File: src/design/mioc_params.svh
// Offsets, field positions, reset values and masks of the config registers
`ifndef MIOC_PARAMS_SVH
`define MIOC_PARAMS_SVH

// Byte addresses of the two registers
`define MIOC_MEM_CFG_ADDR      32'h01f80010
`define MIOC_IO_CFG_ADDR       32'h01f80014

// Reset values: only the PROM write enable comes up set
`define MIOC_MEM_CFG_RST       32'h00010000
`define MIOC_IO_CFG_RST        32'h00000000

// Software-writable bits; reserved bits and the PROM width flag excluded
`define MIOC_MEM_CFG_WMASK     32'h3f1d7fff
`define MIOC_IO_CFG_WMASK      32'h3f3f3f3f

// Memory configuration field positions
`define MIOC_RAM_BLOCKS_LSB    0
`define MIOC_SPARE0_SEL_BIT    2
`define MIOC_SPARE0_TGT_LSB    3
`define MIOC_SPARE1_SEL_BIT    6
`define MIOC_SPARE1_TGT_LSB    7
`define MIOC_RAM_SIZE_LSB      10
`define MIOC_RAM_PARITY_BIT    13
`define MIOC_RAM_EDAC_BIT      14
`define MIOC_PROM_WRITE_BIT    16
`define MIOC_PROM_WIDTH_BIT    17
`define MIOC_PROM_SIZE_LSB     18
`define MIOC_XMEM_SIZE_LSB     24
`define MIOC_XMEM_PARITY_BIT   27
`define MIOC_XMEM_EDAC_BIT     28
`define MIOC_XMEM_PRESENT_BIT  29

// I/O configuration layout: one byte per unit
`define MIOC_IO_UNIT_STRIDE    8
`define MIOC_IO_SIZE_LSB       0
`define MIOC_IO_ENABLE_BIT     4
`define MIOC_IO_PARSRC_BIT     5

// Log2 of the smallest size of each region (size code 0)
`define MIOC_RAM_SIZE_LOG2     5'd18
`define MIOC_PROM_SIZE_LOG2    5'd17
`define MIOC_XMEM_SIZE_LOG2    5'd12
`define MIOC_IO_SIZE_LOG2      5'd9

`endif

File: src/design/mioc_pkg.sv
// Types and the size decode shared by the config register block
`default_nettype none
package mioc_pkg;

	// Memory configuration register, bit 31 first
	typedef struct packed {
		logic [1:0] rsvd_hi;
		logic       xmem_present;
		logic       xmem_edac_en;
		logic       xmem_parity_en;
		logic [2:0] xmem_size_code;
		logic [2:0] rsvd_mid;
		logic [2:0] prom_size_code;
		logic       prom_width_flag;
		logic       prom_write_en;
		logic       rsvd_lo;
		logic       ram_edac_en;
		logic       ram_parity_en;
		logic [2:0] ram_size_code;
		logic [2:0] spare_block1_target;
		logic       spare_block1_sel;
		logic [2:0] spare_block0_target;
		logic       spare_block0_sel;
		logic [1:0] ram_block_count;
	} mioc_mem_cfg_s;

	// One I/O unit byte, bits 5..0
	typedef struct packed {
		logic       parity_source;
		logic       enable;
		logic [3:0] size_code;
	} mioc_io_unit_s;

	// Protection controls handed to the parity and EDAC logic
	typedef struct packed {
		logic       ram_parity_gen;
		logic       ram_parity_chk;
		logic       ram_edac;
		logic       prom_parity_gen;
		logic       prom_parity_chk;
		logic       prom_edac;
		logic       xmem_parity_gen;
		logic       xmem_parity_chk;
		logic       xmem_edac;
		logic [3:0] io_parity_gen;
		logic [3:0] io_parity_chk;
	} mioc_prot_s;

	// Region size in bytes: doubling per code step from 2**base
	function automatic logic [31:0] mioc_size_bytes(
		input logic [3:0] code,
		input logic [4:0] base_log2
	);
		logic [4:0] shift;
		shift = base_log2 + {1'b0, code};
		return 32'h00000001 << shift;
	endfunction

endpackage
`default_nettype wire

File: src/design/mioc_cs_remap.sv
// RAM chip-select remapping onto the two spare blocks
`timescale 1ns/1ns
`default_nettype none
module mioc_cs_remap
	import mioc_pkg::*;
(
	input  wire mioc_mem_cfg_s cfg_in,
	input  wire logic [7:0]    block_req_in,
	output logic [9:0]         chip_select_out
);

	// Blocks in use by block count: 1, 2, 4 or 8
	logic [7:0] blocks_used;
	logic       spare1_live;
	logic [7:0] replaced0;
	logic [7:0] replaced1;
	logic [7:0] live;

	// Mask of 2**count ones; a shift by 8 clears all, giving 8 blocks
	assign blocks_used = ~(8'hff << (4'h1 << cfg_in.ram_block_count));

	// RULE8 equal targets, second ignored
	assign spare1_live = cfg_in.spare_block1_sel &
		(cfg_in.spare_block1_target != cfg_in.spare_block0_target);

	assign replaced0 = cfg_in.spare_block0_sel ?
		(8'h01 << cfg_in.spare_block0_target) : 8'h00;
	assign replaced1 = spare1_live ?
		(8'h01 << cfg_in.spare_block1_target) : 8'h00;
	assign live      = block_req_in & blocks_used;

	// RULE15 spare replaces target
	assign chip_select_out = {|(live & replaced1), |(live & replaced0),
		live & ~replaced0 & ~replaced1};

endmodule
`default_nettype wire

File: src/design/mioc_prot_ctl.sv
// Parity and EDAC control derived from the configuration registers
`timescale 1ns/1ns
`default_nettype none
module mioc_prot_ctl
	import mioc_pkg::*;
(
	input  wire mioc_mem_cfg_s       mem_cfg_in,
	input  wire mioc_io_unit_s [3:0] io_cfg_in,
	input  wire logic                check_allowed_in,
	output mioc_prot_s               prot_out
);

	logic       ram_par;
	logic       xmem_par;
	logic [3:0] io_en;
	logic [3:0] io_src;

	// EDAC always drags parity along with it
	assign ram_par  = mem_cfg_in.ram_parity_en | mem_cfg_in.ram_edac_en;
	// RULE7 EDAC forces parity
	assign xmem_par = mem_cfg_in.xmem_parity_en | mem_cfg_in.xmem_edac_en;

	genvar u;
	generate
		for (u = 0; u < 4; u++) begin : g_unit
			assign io_en[u]  = io_cfg_in[u].enable;
			assign io_src[u] = io_cfg_in[u].parity_source;
		end
	endgenerate

	// Check enables all fall away while checking is inhibited
	assign prot_out.ram_parity_gen  = ram_par;
	// RULE9 inhibit blocks checks
	assign prot_out.ram_parity_chk  = ram_par & check_allowed_in;
	assign prot_out.ram_edac        = mem_cfg_in.ram_edac_en;
	// RULE1 wide PROM: EDAC, parity
	assign prot_out.prom_parity_gen = 1'b1;
	// RULE2 narrow PROM: generate only
	assign prot_out.prom_parity_chk = mem_cfg_in.prom_width_flag &
		check_allowed_in;
	assign prot_out.prom_edac       = mem_cfg_in.prom_width_flag;
	assign prot_out.xmem_parity_gen = xmem_par;
	assign prot_out.xmem_parity_chk = xmem_par & check_allowed_in;
	// RULE6 EDAC only when set
	assign prot_out.xmem_edac       = mem_cfg_in.xmem_edac_en;
	// RULE13 device generates parity
	assign prot_out.io_parity_gen   = io_en & ~io_src;
	// RULE12 unit supplies, device checks
	assign prot_out.io_parity_chk   = io_en & io_src & {4{check_allowed_in}};

endmodule
`default_nettype wire

File: src/design/mioc_regs.sv
// Memory and I/O configuration registers with their derived controls
// Contract
// RULE1: Read-only PROM width flag; size code 128K-16M
// RULE2: Flag clear: 8-bit PROM, parity generation only
// RULE3: Width flag loaded from pin at reset
// RULE4: Software writes to width flag ignored
// RULE5: Exchange memory present, size, parity; reset clear
// RULE6: Exchange EDAC only when bit 28 set
// RULE7: Exchange EDAC forces exchange parity on
// RULE8: Equal spare targets: second selector ignored
// RULE9: Parity inhibit input suppresses all parity checks
// RULE10: I/O size code: 512 bytes to 16 Mbytes
// RULE11: Per-unit I/O enables at bits 4,12,20,28
// RULE12: Parity source set: device checks unit parity
// RULE13: Parity source clear: device generates parity
// RULE14: Memory config at 01F80010, next to I/O
// RULE15: Spare block replaces target's chip select
// RULE16: Reserved bits read zero, writes ignored
`timescale 1ns/1ns
`default_nettype none
`include "mioc_params.svh"
module mioc_regs
	import mioc_pkg::*;
(
	input  wire logic                ref_clk_in,
	input  wire logic                resetn_in,
	// Register port
	input  wire logic [31:0]         reg_addr_in,
	input  wire logic [31:0]         reg_wdata_in,
	input  wire logic                reg_wr_in,
	input  wire logic                reg_rd_in,
	output logic [31:0]              reg_rdata_out,
	output logic                     reg_rvalid_out,
	// Pins
	input  wire logic                prom_width_pin_in,
	input  wire logic                parity_check_inhibit_n_in,
	// Block request from the address decoder, same clock
	input  wire logic [7:0]          ram_block_req_in,
	// Configuration and derived controls
	output mioc_mem_cfg_s            mem_cfg_out,
	output mioc_io_unit_s [3:0]      io_cfg_out,
	output mioc_prot_s               prot_out,
	output logic [9:0]               ram_chip_select_out,
	output logic [25:0]              ram_size_bytes_out,
	output logic [24:0]              prom_size_bytes_out,
	output logic [19:0]              xmem_size_bytes_out,
	output logic [3:0][24:0]         io_size_bytes_out
);

	// Stored register bits and flags
	logic [31:0]         mem_cfg_q;
	logic [31:0]         mem_cfg_d;
	logic                prom_width_flag_q;
	logic [31:0]         io_cfg_q;
	logic [31:0]         io_cfg_d;
	logic [31:0]         rdata_q;
	logic [31:0]         rdata_d;
	logic                rvalid_q;

	// Pin synchronisers
	logic                width_meta_q;
	logic                width_sync_q;
	logic                inhibit_meta_q;
	logic                inhibit_sync_q;

	// Registered outputs
	mioc_prot_s          prot_q;
	mioc_prot_s          prot_d;
	logic [9:0]          cs_q;
	logic [9:0]          cs_d;
	logic [25:0]         ram_size_q;
	logic [24:0]         prom_size_q;
	logic [19:0]         xmem_size_q;
	logic [3:0][24:0]    io_size_q;
	logic [3:0][24:0]    io_size_d;

	// Decode and views
	logic                hit_mem;
	logic                hit_io;
	logic                wr_mem;
	logic                wr_io;
	logic [31:0]         mem_view;
	mioc_mem_cfg_s       mem_cfg;
	mioc_io_unit_s [3:0] io_cfg;
	logic [31:0]         ram_size_w;
	logic [31:0]         prom_size_w;
	logic [31:0]         xmem_size_w;

	// Address decode; anything else reads as zero
	// RULE14 memory config address
	assign hit_mem = (reg_addr_in == `MIOC_MEM_CFG_ADDR);
	assign hit_io  = (reg_addr_in == `MIOC_IO_CFG_ADDR);
	assign wr_mem  = reg_wr_in & hit_mem;
	assign wr_io   = reg_wr_in & hit_io;

	// Merge writes under the mask so reserved bits never store
	// RULE16 reserved bits stay zero
	assign mem_cfg_d = wr_mem ?
		(reg_wdata_in & `MIOC_MEM_CFG_WMASK) : mem_cfg_q;
	assign io_cfg_d  = wr_io ?
		(reg_wdata_in & `MIOC_IO_CFG_WMASK) : io_cfg_q;

	// Width flag is spliced in from its own flop
	// RULE4 write to flag dropped
	assign mem_view = {mem_cfg_q[31:`MIOC_PROM_WIDTH_BIT + 1],
		prom_width_flag_q, mem_cfg_q[`MIOC_PROM_WIDTH_BIT - 1:0]};
	assign mem_cfg  = mioc_mem_cfg_s'(mem_view);

	// Unpack the I/O units, one byte each
	// RULE11 per-unit enable bits
	genvar u;
	generate
		for (u = 0; u < 4; u++) begin : g_io
			assign io_cfg[u] = mioc_io_unit_s'(
				io_cfg_q[u * `MIOC_IO_UNIT_STRIDE +: 6]);
			// RULE10 512 bytes doubling
			assign io_size_d[u] = 25'(mioc_size_bytes(
				io_cfg[u].size_code, `MIOC_IO_SIZE_LOG2));
		end
	endgenerate

	// Region sizes in bytes for the address decoder
	assign ram_size_w  = mioc_size_bytes({1'b0, mem_cfg.ram_size_code},
		`MIOC_RAM_SIZE_LOG2);
	// RULE1 PROM size from code
	assign prom_size_w = mioc_size_bytes({1'b0, mem_cfg.prom_size_code},
		`MIOC_PROM_SIZE_LOG2);
	// RULE5 exchange memory size
	assign xmem_size_w = mioc_size_bytes({1'b0, mem_cfg.xmem_size_code},
		`MIOC_XMEM_SIZE_LOG2);

	// Read mux; data only in the cycle after the strobe
	assign rdata_d = !reg_rd_in ? 32'h00000000 :
		hit_mem ? mem_view :
		hit_io  ? io_cfg_q : 32'h00000000;

	// Chip-select remap on the stored configuration
	mioc_cs_remap u_cs_remap (
		.cfg_in          (mem_cfg),
		.block_req_in    (ram_block_req_in),
		.chip_select_out (cs_d)
	);

	// Parity and EDAC controls; inhibit pin is active low
	mioc_prot_ctl u_prot_ctl (
		.mem_cfg_in       (mem_cfg),
		.io_cfg_in        (io_cfg),
		.check_allowed_in (inhibit_sync_q),
		.prot_out         (prot_d)
	);

	// Pin synchronisers; no reset so the width pin is seen during reset
	always_ff @(posedge ref_clk_in) begin
		width_meta_q   <= prom_width_pin_in;
		width_sync_q   <= width_meta_q;
		inhibit_meta_q <= parity_check_inhibit_n_in;
		inhibit_sync_q <= inhibit_meta_q;
	end

	// Width flag follows the synchronised pin while reset is held
	// RULE3 capture pin at reset
	always_ff @(posedge ref_clk_in) begin
		if (!resetn_in) begin
			prom_width_flag_q <= width_sync_q;
		end
	end

	// Configuration registers
	// RULE5 exchange settings reset clear
	always_ff @(posedge ref_clk_in) begin
		if (!resetn_in) begin
			mem_cfg_q <= `MIOC_MEM_CFG_RST;
			io_cfg_q  <= `MIOC_IO_CFG_RST;
		end else begin
			mem_cfg_q <= mem_cfg_d;
			io_cfg_q  <= io_cfg_d;
		end
	end

	// Read data port
	always_ff @(posedge ref_clk_in) begin
		if (!resetn_in) begin
			rdata_q  <= 32'h00000000;
			rvalid_q <= 1'b0;
		end else begin
			rdata_q  <= rdata_d;
			rvalid_q <= reg_rd_in;
		end
	end

	// Derived controls registered so every output leaves a flop;
	// costs one cycle after a register write
	always_ff @(posedge ref_clk_in) begin
		if (!resetn_in) begin
			prot_q      <= '0;
			cs_q        <= 10'h000;
			ram_size_q  <= 26'h0000000;
			prom_size_q <= 25'h0000000;
			xmem_size_q <= 20'h00000;
			io_size_q   <= '0;
		end else begin
			prot_q      <= prot_d;
			cs_q        <= cs_d;
			ram_size_q  <= ram_size_w[25:0];
			prom_size_q <= prom_size_w[24:0];
			xmem_size_q <= xmem_size_w[19:0];
			io_size_q   <= io_size_d;
		end
	end

	// Output drive
	assign reg_rdata_out       = rdata_q;
	assign reg_rvalid_out      = rvalid_q;
	assign mem_cfg_out         = mem_cfg;
	assign io_cfg_out          = io_cfg;
	assign prot_out            = prot_q;
	assign ram_chip_select_out = cs_q;
	assign ram_size_bytes_out  = ram_size_q;
	assign prom_size_bytes_out = prom_size_q;
	assign xmem_size_bytes_out = xmem_size_q;
	assign io_size_bytes_out   = io_size_q;

endmodule
`default_nettype wire

File: config.mk
export PLATFORM = sky130hd
export DESIGN_NAME = mioc_regs
export DESIGN_NICKNAME = d
export VERILOG_FILES = /design/src/design/mioc_pkg.sv /design/src/design/mioc_cs_remap.sv /design/src/design/mioc_prot_ctl.sv /design/src/design/mioc_regs.sv
export VERILOG_INCLUDE_DIRS = /design/src /design/src/design
export SDC_FILE = /design/constraint.sdc
export NUM_CORES = 1
export LEC_CHECK = 0
export ABC_AREA = 1
export BUFFER_PORTS_ARGS = -buffer_cell sky130_fd_sc_hd__buf_2
export CORE_AREA = 2 2 141 143
export DETAILED_ROUTE_END_ITERATION = 6
export DIE_AREA = 0 0 143 145
export HOLD_SLACK_MARGIN = 0.1
export MAX_ROUTING_LAYER = met4
export PLACE_DENSITY = 0.81
export SLEW_MARGIN = 20
export SYNTH_ARGS = -nofsm -noshare
export SYNTH_HDL_FRONTEND = slang
export SYNTH_SLANG_ARGS = --single-unit
File: constraint.sdc
create_clock -name ref_clk_in -period 3.8 [get_ports ref_clk_in]
set_input_delay 0.57 -clock ref_clk_in [delete_from_list [all_inputs] [get_ports ref_clk_in]]
set_output_delay 0.57 -clock ref_clk_in [all_outputs]
set_load 0.05 [all_outputs]
-- Word-level counts from Yosys, hierarchy flattened
Cells that the tools add are included.
- register bits: 285
- reduce and logical (&&, ||, !) cells: 5
- muxes and demuxes: 5
- add/sub/neg operators: 7
- equal/unequal tests: 3
- bitwise gates (word level): 22
- shift operators: 11
- operator list (kind ; count):
    1-bit by 5-bit << shifter with 25-bit output, first input constant ; 5
    32-bit by 25-bit equality test with 1-bit output, second input constant ; 2
    30-bit two-way mux ; 2
    8-bit AND ; 5
    1-bit by 5-bit << shifter with 26-bit output, first input constant ; 1
    8-bit NOT ; 3
    4-bit by 4-bit adder with 5-bit output, first input constant ; 4
    1-bit by 5-bit << shifter with 20-bit output, first input constant ; 1
    8-bit two-way mux ; 2
    8-bit OR reduction ; 2
    1-bit by 3-bit << shifter with 8-bit output, first input constant ; 2
    14-bit two-way mux ; 1
    4-bit AND ; 3
    5-bit by 3-bit adder with 5-bit output, first input constant ; 2
    8-bit by 4-bit << shifter with 8-bit output, first input constant ; 1
    1-bit AND ; 6
    4-bit by 3-bit adder with 5-bit output, first input constant ; 1
    4-bit NOT ; 1
    1-bit by 2-bit << shifter with 4-bit output, first input constant ; 1
    3-bit != test ; 1
    3-bit OR reduction ; 1
    1-bit NOT ; 2
    1-bit OR ; 2
    2-bit AND reduction ; 1
    2-bit OR reduction ; 1

-- Depth between registers and ports, before layout
Gate-level depths: netlist of the first run.
- word-level depth: 6
- depth in mapped cells: 11
- mapped depth without buffers: 10

-- Hierarchy
Synthesis of the first run repeated with hierarchy kept, for this count alone.
- cell total of the unflattened synthesis: 1127
- area, all modules: 8735.9 um^2
- by module, submodules not included (module ; times used ; sequential area each (um^2) ; area an instance (um^2) ; cells an instance):
    mioc_regs ; 1 ; 4894.7 ; 8111.5 ; 989
    mioc_cs_remap ; 1 ; 0.0 ; 481.7 ; 106
    mioc_prot_ctl ; 1 ; 0.0 ; 142.6 ; 32

-- Worst setup path after synthesis of the first run
Ideal clock, no wire load.
- path type: register -> register
- from: reg mem_cfg_q[7]
- to: reg cs_q[9], in the netlist ram_chip_select_out[9]
- required time: 3.667 ns
- data arrival time: 1.614 ns
- cell stages (with the launch flop): 10
- setup time: 0.133 ns
- path slack: 2.053 ns
- cells stage by stage: dfxtp_1 inv_1 nand2_1 nand2_1 nor2_1 nand2_1 nand4_1 nand2_1 nor2_1 a21oi_1
- longest elaborated chain between the ends: 5
- ends and longest elaborated chain (element ; RTL line ; text):
    from (decl) ; mioc_regs.sv:51 ; logic [31:0] mem_cfg_q;
    from (signal assigned) ; mioc_regs.sv:172 ; mem_cfg_q <= `MIOC_MEM_CFG_RST;
    from (signal assigned) ; mioc_regs.sv:175 ; mem_cfg_q <= mem_cfg_d;
    3-bit != test ; mioc_cs_remap.sv:24 ; (cfg_in.spare_block1_target != cfg_in.spare_block0_target);
    1-bit AND ; mioc_cs_remap.sv:23 ; assign spare1_live = cfg_in.spare_block1_sel &
    8-bit two-way mux (*) ; mioc_cs_remap.sv:28 ; assign replaced1 = spare1_live ?
    8-bit AND (*) ; mioc_cs_remap.sv:33 ; assign chip_select_out = {|(live & replaced1), |(live & replaced0),
    8-bit OR reduction (*) ; mioc_cs_remap.sv:33 ;
    to (signal assigned) ; mioc_regs.sv:203 ; cs_q <= cs_d;
    to (decl) ; mioc_regs.sv:69 ; logic [9:0] cs_q;
Every way passes the cells marked *; elsewhere a longest branch is shown, timed or not.
A chain may end at the register's enable or synchronous reset.

-- Final worst setup path of the first run
- from: in reg_addr_in[15]
- to: reg mem_cfg_q[2]
- longest elaborated chain between the ends: 2
- ends and longest elaborated chain (element ; RTL line ; text):
    from (decl) ; mioc_regs.sv:28 ; input wire logic [31:0] reg_addr_in,
    32-bit by 25-bit equality test with 1-bit output (no line) ; n/a ;
    1-bit AND ; mioc_regs.sv:93 ; assign wr_mem = reg_wr_in & hit_mem;
No other way between the ends.

==> out/qor.txt, run 1 <==
CP Capture Type -> flip-flop
Outcome -> completed
Hold/Removal Path Class -> primary input to flip-flop
First-pass GRT wire length -> 35.5 mm
Upper clock frequency limit -> 465 MHz
Max-capacitance violation count -> 0
Vias/cell -> 4.56
CP dominant cell by count -> nor2_1
Setup crit start kind -> primary input
Comb pwr share -> 6.5%
Dpl cell area -> 9670 um^2
Clock group share of total power -> 45.0%
R2r setup slk -> 2.09 ns
Sequential share of the synthesized area -> 61.6%
PostCTS Resize Cnt -> 0
Synth area leader -> dfxtp_1
Yosys Warn Count -> 0
Clock Path Buffers -> 3
Worst-path clk slew -> 0.06 ns
Hold EP -> width_meta_q$_DFF_P_
Synth cell types -> 33
Largest cells by area after synthesis -> dfxtp_1 61%, nor2_1 10%, nand2_1 6.7%
NetSw -> 1.28 mW
Num Clock Sinks -> 244
Die Span Y -> 145 um
H-tree depth -> 1
Number of global-route vias before repair -> 6682
Clock Skews -> 0.0123 ns
Detailed Place HPWL -> 16.7 mm
Antenna violations before repair -> 2
Worst R2R End -> ram_chip_select_out[9]$_SDFF_PN0_
Setup slack at placement -> 1.09 ns
Setup Buffers After CTS -> 0
Leak Pwr -> 5.43 nW
Crit path DAT -> 2.59 ns
Wirelength, routed -> 23.1 mm
Drt wl/cell -> 14.9 um
Final min period -> 2.15 ns
Final net count -> 1349
Power per Cell Area -> 512 nW/um^2
Slack of the critical path -> 1.65 ns
Final Wtd Congestion -> 0.853
DP Cell Count -> 1508
Internal power -> 4.09 mW
Hold-critical path depth -> 1
Design area -> 10500 um^2
Setup TNS -> 0 ns
Row Count -> 51
Final antenna-violating net count -> 0
Share of layout cells above drive strength 1 -> 28.3%
Final hold violations -> 0
Core ar. -> 19200 um^2
Worst EP required -> 4.24 ns
Final core utilization -> 54.6%
Critical path's largest stage delay -> 0.45 ns
Crit Path Class -> primary input to flip-flop
Die X -> 143 um
# DRC -> 0
Ratio of final minimum period to clock period -> 56.6%
Vias post-DR -> 7065
Relative slew slack -> 33.0%
Total power -> 5.36 mW
Fillers -> 1709
Final Hold Slack -> 0.158 ns
GR Overflow Total -> 0
Root buf cell -> clkbuf_16
Hold buffers post-CTS -> 0
FF+latch count, synth -> 244
Mapped Avg Cell Area -> 8.67 um^2
First DRT Iteration DRCs -> 353
Worst r2r path cells -> 9
Slew at the pin with the worst max-slew slack -> 1.00 ns
Sequential power share -> 48.5%
CTS Buf Count -> 24
Pin count of the biggest net entering global routing -> 70
Buffer and inverter count on the worst path -> 2
Cells after Synth -> 916
Port buffer count -> 316
Starting Density -> 41.4%
Top Family by Delay on Critical Path -> simple AND/OR/NAND/NOR gates
Area growth, synth to finish -> 32.0%
Cell Count, Final, Fillers Out -> 1551
# setup viols final -> 0
Max VDD drop -> 340 uV
Mapped Area -> 7940 um^2
Top-area cell type share of the netlist area -> 61.2%
Origin of the critical flop-to-flop path -> mem_cfg_q[7]$_SDFFE_PN0P_
DR pass1 iterations -> 5
Critical Path, Cell by Cell -> buf_2 > nor2_1 > nand2_1 > nor2_2 > nand4_2 > nor2_4 > nand2_4 > inv_4 > nor2_1 > nor2_1
RSZ-0062 raised after global routing -> no
I/O pin count -> 365
Clk Latency, worst-skew pair -> 0.51 ns
Total GRT Usage -> 22.3%
Slowest CP cell -> nor2_4
CTS tree -> done
Max Slew Vio Count -> 0
Die area -> 20700 um^2
Worst-path fanout max -> 26
Switching part of the total power -> 23.8%
Hold path startpoint -> prom_width_pin_in
-- cell usage after synthesis --
cell type / n
a21oi_1: 2
a22o_1: 1
a31oi_1: 1
buf_1: 2
buf_2: 8
buf_4: 51
buf_6: 4
clkbuf_1: 10
clkbuf_2: 2
conb_1: 1
dfxtp_1: 243
edfxtp_1: 1
ha_1: 2
inv_1: 78
inv_4: 1
nand2_1: 142
nand2_4: 1
nand3_1: 42
nand3b_1: 1
nand4_1: 14
nand4_2: 1
nor2_1: 220
nor2_2: 2
nor2_4: 1
nor3_1: 26
nor3_2: 1
nor4_1: 5
o2111ai_1: 1
o21a_1: 1
o21ai_0: 38
o22ai_1: 10
or2_2: 2
xnor2_1: 1
-- power groups by stage --
stage	Combinational, mW	Sequential [mW]	Clock, mW
2_1_floorplan	0.181	2.77	0
3_3_place_gp	0.343	2.66	0
3_5_place_dp	0.345	2.66	0
4_1_cts	0.345	2.60	2.45
5_1_grt	0.368	2.60	2.57
6_report	0.347	2.60	2.42
-- area by class of cell --
cell class / instances / area [um^2] / share of cell area (%)
Antenna cell: 2 / 5.00 / 0.0477
Clock buffer: 31 / 658 / 6.28
Clock inverter: 10 / 146 / 1.40
Inverter: 79 / 299 / 2.85
Multi-Input combinational cell: 602 / 2550 / 24.3
Sequential cell: 244 / 4890 / 46.7
Tap cell: 265 / 332 / 3.16
Timing Repair Buffer: 318 / 1600 / 15.2
-- per-layer routing --
metal	wire, um	GRT usage, %	vias up
met3	1760	3.96	55
met1	9200	26.1	3218
met5	0	-	-
met4	834	8.66	0
li1	-	-	3434
met2	11300	38.0	358
-- cell families (layout without fill, tap and decap cells) --
group / after synthesis / count (layout) / share of synthesized area [%]
AOI/OAI and AO/OA: 54 / 54 / 3.70
xor gates and xnor gates: 1 / 1 / 0.110
DFF: 244 / 244 / 61.6
and+or+nand+nor: 458 / 458 / 23.9
buffers and inverters: 156 / 438 / 10.3
adders and majority gates: 2 / 2 / 0.315
other: 1 / 89 / 0.0472
-- placed cells by master (no fill, tap or decap), types with 5 or more instances in the layout --
cell type | netlist | routed
buf_2 | 8 | 316
dfxtp_1 | 243 | 243
nor2_1 | 220 | 220
nand2_1 | 142 | 141
conb_1 | 1 | 87
inv_1 | 78 | 78
nand3_1 | 42 | 42
o21ai_0 | 38 | 38
nor3_1 | 26 | 26
clkbuf_16 | 0 | 25
nand4_1 | 14 | 14
o22ai_1 | 10 | 10
nor4_1 | 5 | 5
clkbuf_1 | 10 | 5
-- flip-flops by register name, summed over array words and instances, names as in the netlist, 9 cells and up --
| name | count |
|---|---|
| ram_chip_select_out | 10 |
| xmem_size_bytes_out | 16 |
| io_size_bytes_out | 100 |
| prot_out | 17 |
| ram_size_bytes_out | 10 |
| prom_size_bytes_out | 9 |
| mem_cfg_q | 25 |
| reg_rdata_out | 27 |
| io_cfg_q | 24 |
-- how the worst max path moves through the flow --
stage               depth (start not counted)                                  to                      start
floorplan                                   9   ram_chip_select_out[9]$_SDFF_PN0_  mem_cfg_q[7]$_SDFFE_PN0P_
global placement                            5  xmem_size_bytes_out[15]$_SDFF_PP0_                  resetn_in
detailed placement                          8         reg_rdata_out[4]$_SDFF_PN0_            reg_addr_in[15]
CTS                                         8         reg_rdata_out[4]$_SDFF_PN0_            reg_addr_in[15]
global route                                8         reg_rdata_out[4]$_SDFF_PN0_            reg_addr_in[13]
finish                                     10           mem_cfg_q[2]$_SDFFE_PN0P_            reg_addr_in[15]
Power figures use the tool's default switching activity.
==> run 2, diff against run 1 <==
- PLACE_DENSITY: 0.81 -> 0.84
- clock period: 3.8 -> 1.75 ns (I/O delays scaled with it)
==> run 2 against run 1 <==
  * Die area is the same
  * Sequential power grew 120%
  * Critical endpoint is now mem_cfg_out[9]
  * Worst setup slack lost 1.6 ns
  * Sequential cell count is the same
  * Design area grew 5.6%
  * Clock skew grew 0.0048 ns
  * First-iteration DRC count shrank 3.7%
  * Hold slack lost 0.032 ns
  * Via count grew 4.6%
  * Sequential share of layout area shrank 2.5 points
==> out/qor.txt, run 2 (same netlist as run 1, synthesis figures left out) <==
Outcome -> completed
GR Overflow Total -> 0 (unchanged)
Commonest cells after routing, fill and taps aside -> 316 x buf_2, 243 x dfxtp_1, 220 x nor2_1
Power per Cell Area -> 1100 nW/um^2 (+120%)
Final hold violations -> 0 (unchanged)
Switching part of the total power -> 23.2% (-0.66 points)
Clock group share of total power -> 46.9% (+1.9 points)
Crit Path Class -> flip-flop to primary output
Max Slew Vio Count -> 0 (unchanged)
DR pass1 iterations -> 5 (unchanged)
Core ar. -> 19200 um^2 (unchanged)
CTS Buf Count -> 25 (+4.2%)
Total GRT Usage -> 22.8% (+0.43 points)
Crit path DAT -> 1.41 ns (-1.18 ns)
Max-capacitance violation count -> 0 (unchanged)
Setup crit start kind -> flip-flop
First DRT Iteration DRCs -> 340 (-3.7%)
Hold/Removal Path Class -> primary input to flip-flop
Clock Path Buffers -> 3 (unchanged)
Final net count -> 1401 (+3.9%)
Critical path's largest stage delay -> 0.47 ns (+0.02 ns)
Detailed Place HPWL -> 17.4 mm (+4.1%)
Most common cell after layout, fill and taps aside -> buf_2
Setup TNS -> 0 ns (unchanged)
Vias post-DR -> 7389 (+4.6%)
RSZ-0062 raised after global routing -> no
Internal power -> 9.37 mW (+130%)
Final core utilization -> 57.7% (+3.1 points)
Design area -> 11100 um^2 (+5.6%)
Dpl cell area -> 9860 um^2 (+1.9%)
Slowest CP cell -> dfxtp_1
Clk Latency, worst-skew pair -> 0.52 ns (about the same)
Wirelength, routed -> 24.0 mm (+3.5%)
Upper clock frequency limit -> 597 MHz
Buffer and inverter count on the worst path -> 2 (unchanged)
Final antenna-violating net count -> 0 (unchanged)
CP Capture Type -> primary output
Port buffer count -> 316 (unchanged)
First-pass GRT wire length -> 36.3 mm (+2.0%)
Worst EP required -> 1.49 ns (-2.75 ns)
CTS tree -> done
Final Hold Slack -> 0.127 ns (-0.0316 ns)
Num Clock Sinks -> 244 (unchanged)
Die Span Y -> 145 um (unchanged)
# DRC -> 0 (unchanged)
Number of global-route vias before repair -> 7054 (+5.6%)
Critical Path, Cell by Cell -> buf_4 > buf_2
I/O pin count -> 365 (unchanged)
H-tree depth -> 1 (unchanged)
Sequential power share -> 46.3% (-2.2 points)
Max reg flops -> 100 (unchanged)
Top Family by Delay on Critical Path -> flip-flops
Leak Pwr -> 5.73 nW (+5.6%)
Worst-path clk slew -> 0.06 ns (about the same)
Die X -> 143 um (unchanged)
Max VDD drop -> 715 uV (+110%)
Row Count -> 51 (unchanged)
Root buf cell -> clkbuf_16
Area growth, synth to finish -> 39.4%
Antenna violations before repair -> 0 (-2)
Vias/cell -> 4.60 (+1.1%)
N_diodes -> 0 (-2)
Comb pwr share -> 6.8% (+0.3 points)
Drt wl/cell -> 14.9 um (about the same)
Die area -> 20700 um^2 (unchanged)
Clock Skews -> 0.0171 ns (+0.00477 ns)
Total power -> 12.2 mW (+130%)
Pin count of the biggest net entering global routing -> 49 (-30%)
# setup viols final -> 0 (unchanged)
Ratio of final minimum period to clock period -> 95.7%
Starting Density -> 41.4% (unchanged)
Final Wtd Congestion -> 0.898 (+5.3%)
Share of layout cells above drive strength 1 -> 29.0% (+0.68 points)
NetSw -> 2.83 mW (+120%)
Worst-path fanout max -> 7 (-73%)
Final min period -> 1.68 ns
run 2: layout make-up:
class | instances | area [um^2]
Clock buffer | 34 | 699
Clock inverter | 12 | 204
Fill cell | 1622 | 8130
Inverter | 79 | 299
Multi-Input combinational cell | 602 | 2550
Sequential cell | 244 | 4890
Tap cell | 265 | 332
Timing Repair Buffer | 369 | 2090
run 2: final timing paths:
check,startpoint,to,slack (ns),cells past startpoint
max,mem_cfg_q[9]$_SDFFE_PN0P_,mem_cfg_out[9],0.07,2
min,ram_block_req_in[2],ram_chip_select_out[2]$_SDFF_PN0_,0.13,5
max reg2reg,mem_cfg_q[8]$_SDFFE_PN0P_,ram_chip_select_out[9]$_SDFF_PN0_,0.23,9
min reg2reg,width_meta_q$_DFF_P_,width_sync_q$_DFF_P_,0.33,0
run 2: per-layer routing:
| metal | share of wire (%) | global-route usage, % | vias to the layer above |
|---|---|---|---|
| met2 | 51 | 40.9 | 379 |
| met1 | 38 | 25.5 | 3406 |
| met3 | 7.8 | 3.43 | 66 |
| met5 | 0 | - | - |
| met4 | 3.0 | 7.67 | 0 |
| li1 | - | - | 3538 |
run 2: power groups by stage:
stage / clock [mW] / combinational, mW / sequential, mW
4_1_cts: 5.81 / 0.819 / 5.65
5_1_grt: 6.05 / 0.870 / 5.66
6_report: 5.72 / 0.826 / 5.65
3_3_place_gp: 0 / 0.758 / 5.77
2_1_floorplan: 0 / 0.393 / 6.02
3_5_place_dp: 0 / 0.762 / 5.77
run 2: repair_timing:
action                                 CTS  global route
hold buffers                            31             0
resized for setup                        0             0
setup buffers                            0             0
endpoints found under the hold margin   52             0
run 2: worst reg2reg max path: stages, from the launching register on:
cell and delay, ns:
dfxtp_1 0.40, inv_1 0.13, nand2_1 0.08, nand2_1 0.05
nor2_1 0.14, nand2_1 0.20, nand4_1 0.17, nand2_1 0.06
nor2_1 0.10, a21oi_1 0.07
run 2: metrics by stage:
stage,std cells,worst slack (ns)
after floorplan,1002,0.00324
after global placement,1528,0.0764
after detailed placement,1528,0.0531
after CTS,1605,0.0358
after global routing,1605,0.0133
final,1605,0.0746
==> run 3, diff against run 2 <==
- ABC_AREA: 1 -> default
==> run 3 against run 2 <==
  * Cell count shrank 11%
  * Die area did not move
  * Combinational power increased by 6.7%
  * First-iteration DRC count down 4.1%
  * Hold slack better by 0.0093 ns
  * Synthesized cell count decreased by 19%
  * Critical path depth unchanged
  * Register-to-register slack about the same
==> out/qor.txt, run 3 <==
Outcome -> completed
CP Capture Type -> primary output
RSZ-0062 raised after global routing -> no
Worst-path clk slew -> 0.06 ns (about the same)
Wl on met1 -> 8.50 mm (-6.7%)
Final min period -> 1.71 ns (+0.0373 ns)
FF+latch count, synth -> 244 (unchanged)
Worst-path fanout max -> 11 (+4)
Final core utilization -> 57.2% (-0.43 points)
Sequential Area -> 4900 um^2 (+0.20%)
Crit path DAT -> 1.45 ns (+0.04 ns)
Die area -> 20700 um^2 (unchanged)
Port buffer count -> 316 (unchanged)
Synth area leader -> dfxtp_1
Max VDD drop -> 819 uV (+14%)
Wirelength, routed -> 22.8 mm (-5.0%)
Starting Density -> 41.1% (-0.21 points)
Setup crit start kind -> flip-flop
Yosys Warn Count -> 0 (unchanged)
Post-synthesis compound-gate area fraction -> 2.77% (-0.93 points)
Final hold violations -> 0 (unchanged)
Mapped Avg Cell Area -> 10.6 um^2 (+22%)
CTS tree -> done
Top-area cell type share of the netlist area -> 61.6% (+0.32 points)
Setup TNS -> 0 ns (unchanged)
Ratio of final minimum period to clock period -> 97.9% (+2.1 points)
Top-count cell post-synth -> dfxtp_1
Max Used Layer -> met4
Drt wl/cell -> 16.0 um (+7.0%)
Fillers -> 1553 (-4.3%)
Synth Area in Simple Gates -> 17.6% (-6.3 points)
DR pass1 iterations -> 5 (unchanged)
Die X -> 143 um (unchanged)
Cells after Synth -> 744 (-19%)
EDFF count, synth -> 1 (unchanged)
H-tree depth -> 1 (unchanged)
Final antenna-violating net count -> 0 (unchanged)
Mapped Area -> 7900 um^2 (-0.52%)
Worst EP required -> 1.49 ns (about the same)
Xor/xnor share of the synthesized area -> 0.332% (+0.22 points)
Slowest CP cell -> dfxtp_2
Vias/cell -> 4.64 (+0.89%)
Prevailing post-synth register cell -> dfxtp_1
Metal2 WL -> 11.5 mm (-6.5%)
Synth cell types -> 52 (+58%)
Leak Pwr -> 5.42 nW (-5.4%)
Pin count of the biggest net entering global routing -> 43 (-12%)
Upper clock frequency limit -> 584 MHz (-2.2%)
First DRT Iteration DRCs -> 326 (-4.1%)
N_diodes -> 0 (unchanged)
Power per Cell Area -> 1050 nW/um^2 (-4.6%)
CTS Buf Count -> 24 (-4.0%)
Max reg flops -> 100 (unchanged)
Clk Latency, worst-skew pair -> 0.51 ns (about the same)
Clock Path Buffers -> 3 (unchanged)
# DRC -> 0 (unchanged)
Core ar. -> 19200 um^2 (unchanged)
Synth cell count leaders -> 243 x dfxtp_1, 105 x nor2_1, 89 x nand2_1, 75 x mux2i_1, 52 x buf_4
Most common cell after layout, fill and taps aside -> buf_2
Metal3 WL -> 1.89 mm (+1.3%)
# setup viols final -> 0 (unchanged)
Largest family of logic cells by synthesized area -> simple AND/OR/NAND/NOR gates
GR Overflow Total -> 0 (unchanged)
I/O pin count -> 365 (unchanged)
Share of layout cells above drive strength 1 -> 33.9% (+4.8 points)
Multiplexer share of the synthesized area -> 9.50% (+9.5 points)
Hold/Removal Path Class -> primary input to flip-flop
Final Wtd Congestion -> 0.891 (-0.75%)
Total power -> 11.5 mW (-5.4%)
Clock Skews -> 0.00851 ns (-0.00855 ns)
Num Clock Sinks -> 244 (unchanged)
Vias post-DR -> 6619 (-10%)
Die Span Y -> 145 um (unchanged)
Asr flop ratio synth -> 0% (unchanged)
Detailed Place HPWL -> 15.6 mm (-10%)
Root buf cell -> clkbuf_16
Antenna violations before repair -> 0 (unchanged)
Adder-Cell Fraction of Synth Area -> 0.317% (+0.0016 points)
Critical Path, Cell by Cell -> buf_4 > buf_2
Total GRT Usage -> 21.8% (-0.93 points)
Largest cells by area after synthesis -> dfxtp_1 62%, mux2i_1 9.5%, nor2_1 5.0%
Row Count -> 51 (unchanged)
Critical path's largest stage delay -> 0.47 ns (about the same)
Final net count -> 1226 (-12%)
First-pass GRT wire length -> 34.9 mm (-3.7%)
Area growth, synth to finish -> 39.1%
Number of global-route vias before repair -> 6655 (-5.7%)
Sequential share of the synthesized area -> 61.9% (+0.32 points)
Max-capacitance violation count -> 0 (unchanged)
Crit Path Class -> flip-flop to primary output
Max Slew Vio Count -> 0 (unchanged)
Commonest cells after routing, fill and taps aside -> 315 x buf_2, 235 x dfxtp_1, 105 x nor2_1
Final Hold Slack -> 0.136 ns (+0.00931 ns)
Multi-input gate area -> 2740 um^2 (+7.5%)
## run 3: cell types whose count changed in the layout (fill, tap and decap cells not counted), sizes merged, moves of 34 or more
cell	previous run	this run
o21ai	38	2
mux2i	0	75
nand3	42	8
nand2	143	89
nor2	223	105
inv	81	8
## run 3: final cells by class
| class | count | area share (%) |
|---|---|---|
| sequential | 244 | 44.6 |
| multi-input combinational | 491 | 24.9 |
| timing repair buffer | 377 | 20.2 |
| clock buffer | 32 | 5.92 |
| tap | 265 | 3.02 |
| clock inverter | 8 | 1.01 |
| inverter | 8 | 0.273 |
## run 3: final timing paths
| path | startpoint | endpoint | slack, ns | depth (start not counted) |
|---|---|---|---|---|
| setup / recovery | mem_cfg_q[9]$_SDFFE_PN0P_ | mem_cfg_out[9] | 0.04 | 2 |
| setup reg to reg | mem_cfg_q[0]$_SDFFE_PN0P_ | ram_chip_select_out[6]$_SDFF_PN0_ | 0.23 | 4 |
| hold / removal | reg_rd_in | reg_rvalid_out$_SDFF_PN0_ | 0.14 | 2 |
| hold reg to reg | width_meta_q$_DFF_P_ | width_sync_q$_DFF_P_ | 0.33 | 0 |
## run 3: repair_timing
item / in CTS / in global routing
pin swaps: 0 / 0
gates resized for setup: 3 / 5
hold buffers: 37 / 0
hold endpoints to repair: 58 / 0
setup endpoints to repair: 3 / 5
buffers inserted: 0 / 0
## run 3: power by group
group          switching (mW)  internal (mW)
registers              0.0209           5.63
clock network            2.10           2.91
logic                   0.663          0.218
total                    2.79           8.76
## run 3: routing by layer
layer,up-vias,GRT usage (%)
met3,69,4.79
li1,3126,-
met5,-,-
met2,352,38.3
met1,3072,23.5
met4,0,9.60
## run 3: stage by stage
stage	cells	setup WS (ns)	cell area [um^2]
6_report	1425	0.0373	11000
5_1_grt	1425	0.00625	11000
4_1_cts	1425	0.00509	11000
3_5_place_dp	1348	-0.275	9850
3_3_place_gp	1348	-0.259	9850
2_1_floorplan	830	-0.183	8240
## run 3: critical path, delay by kind of cell, from the launching register on
kind / cells / cell delay (ns)
buffers and inverters: 2 / 0.46
DFF: 1 / 0.47
## run 3: logic make-up after synthesis
kind of cell | after synthesis
flops | 244
mux | 75
other cells | 1
xor+xnor | 3
fa+ha+maj | 2
buf+inv | 95
compound gates | 31
simple gates | 293
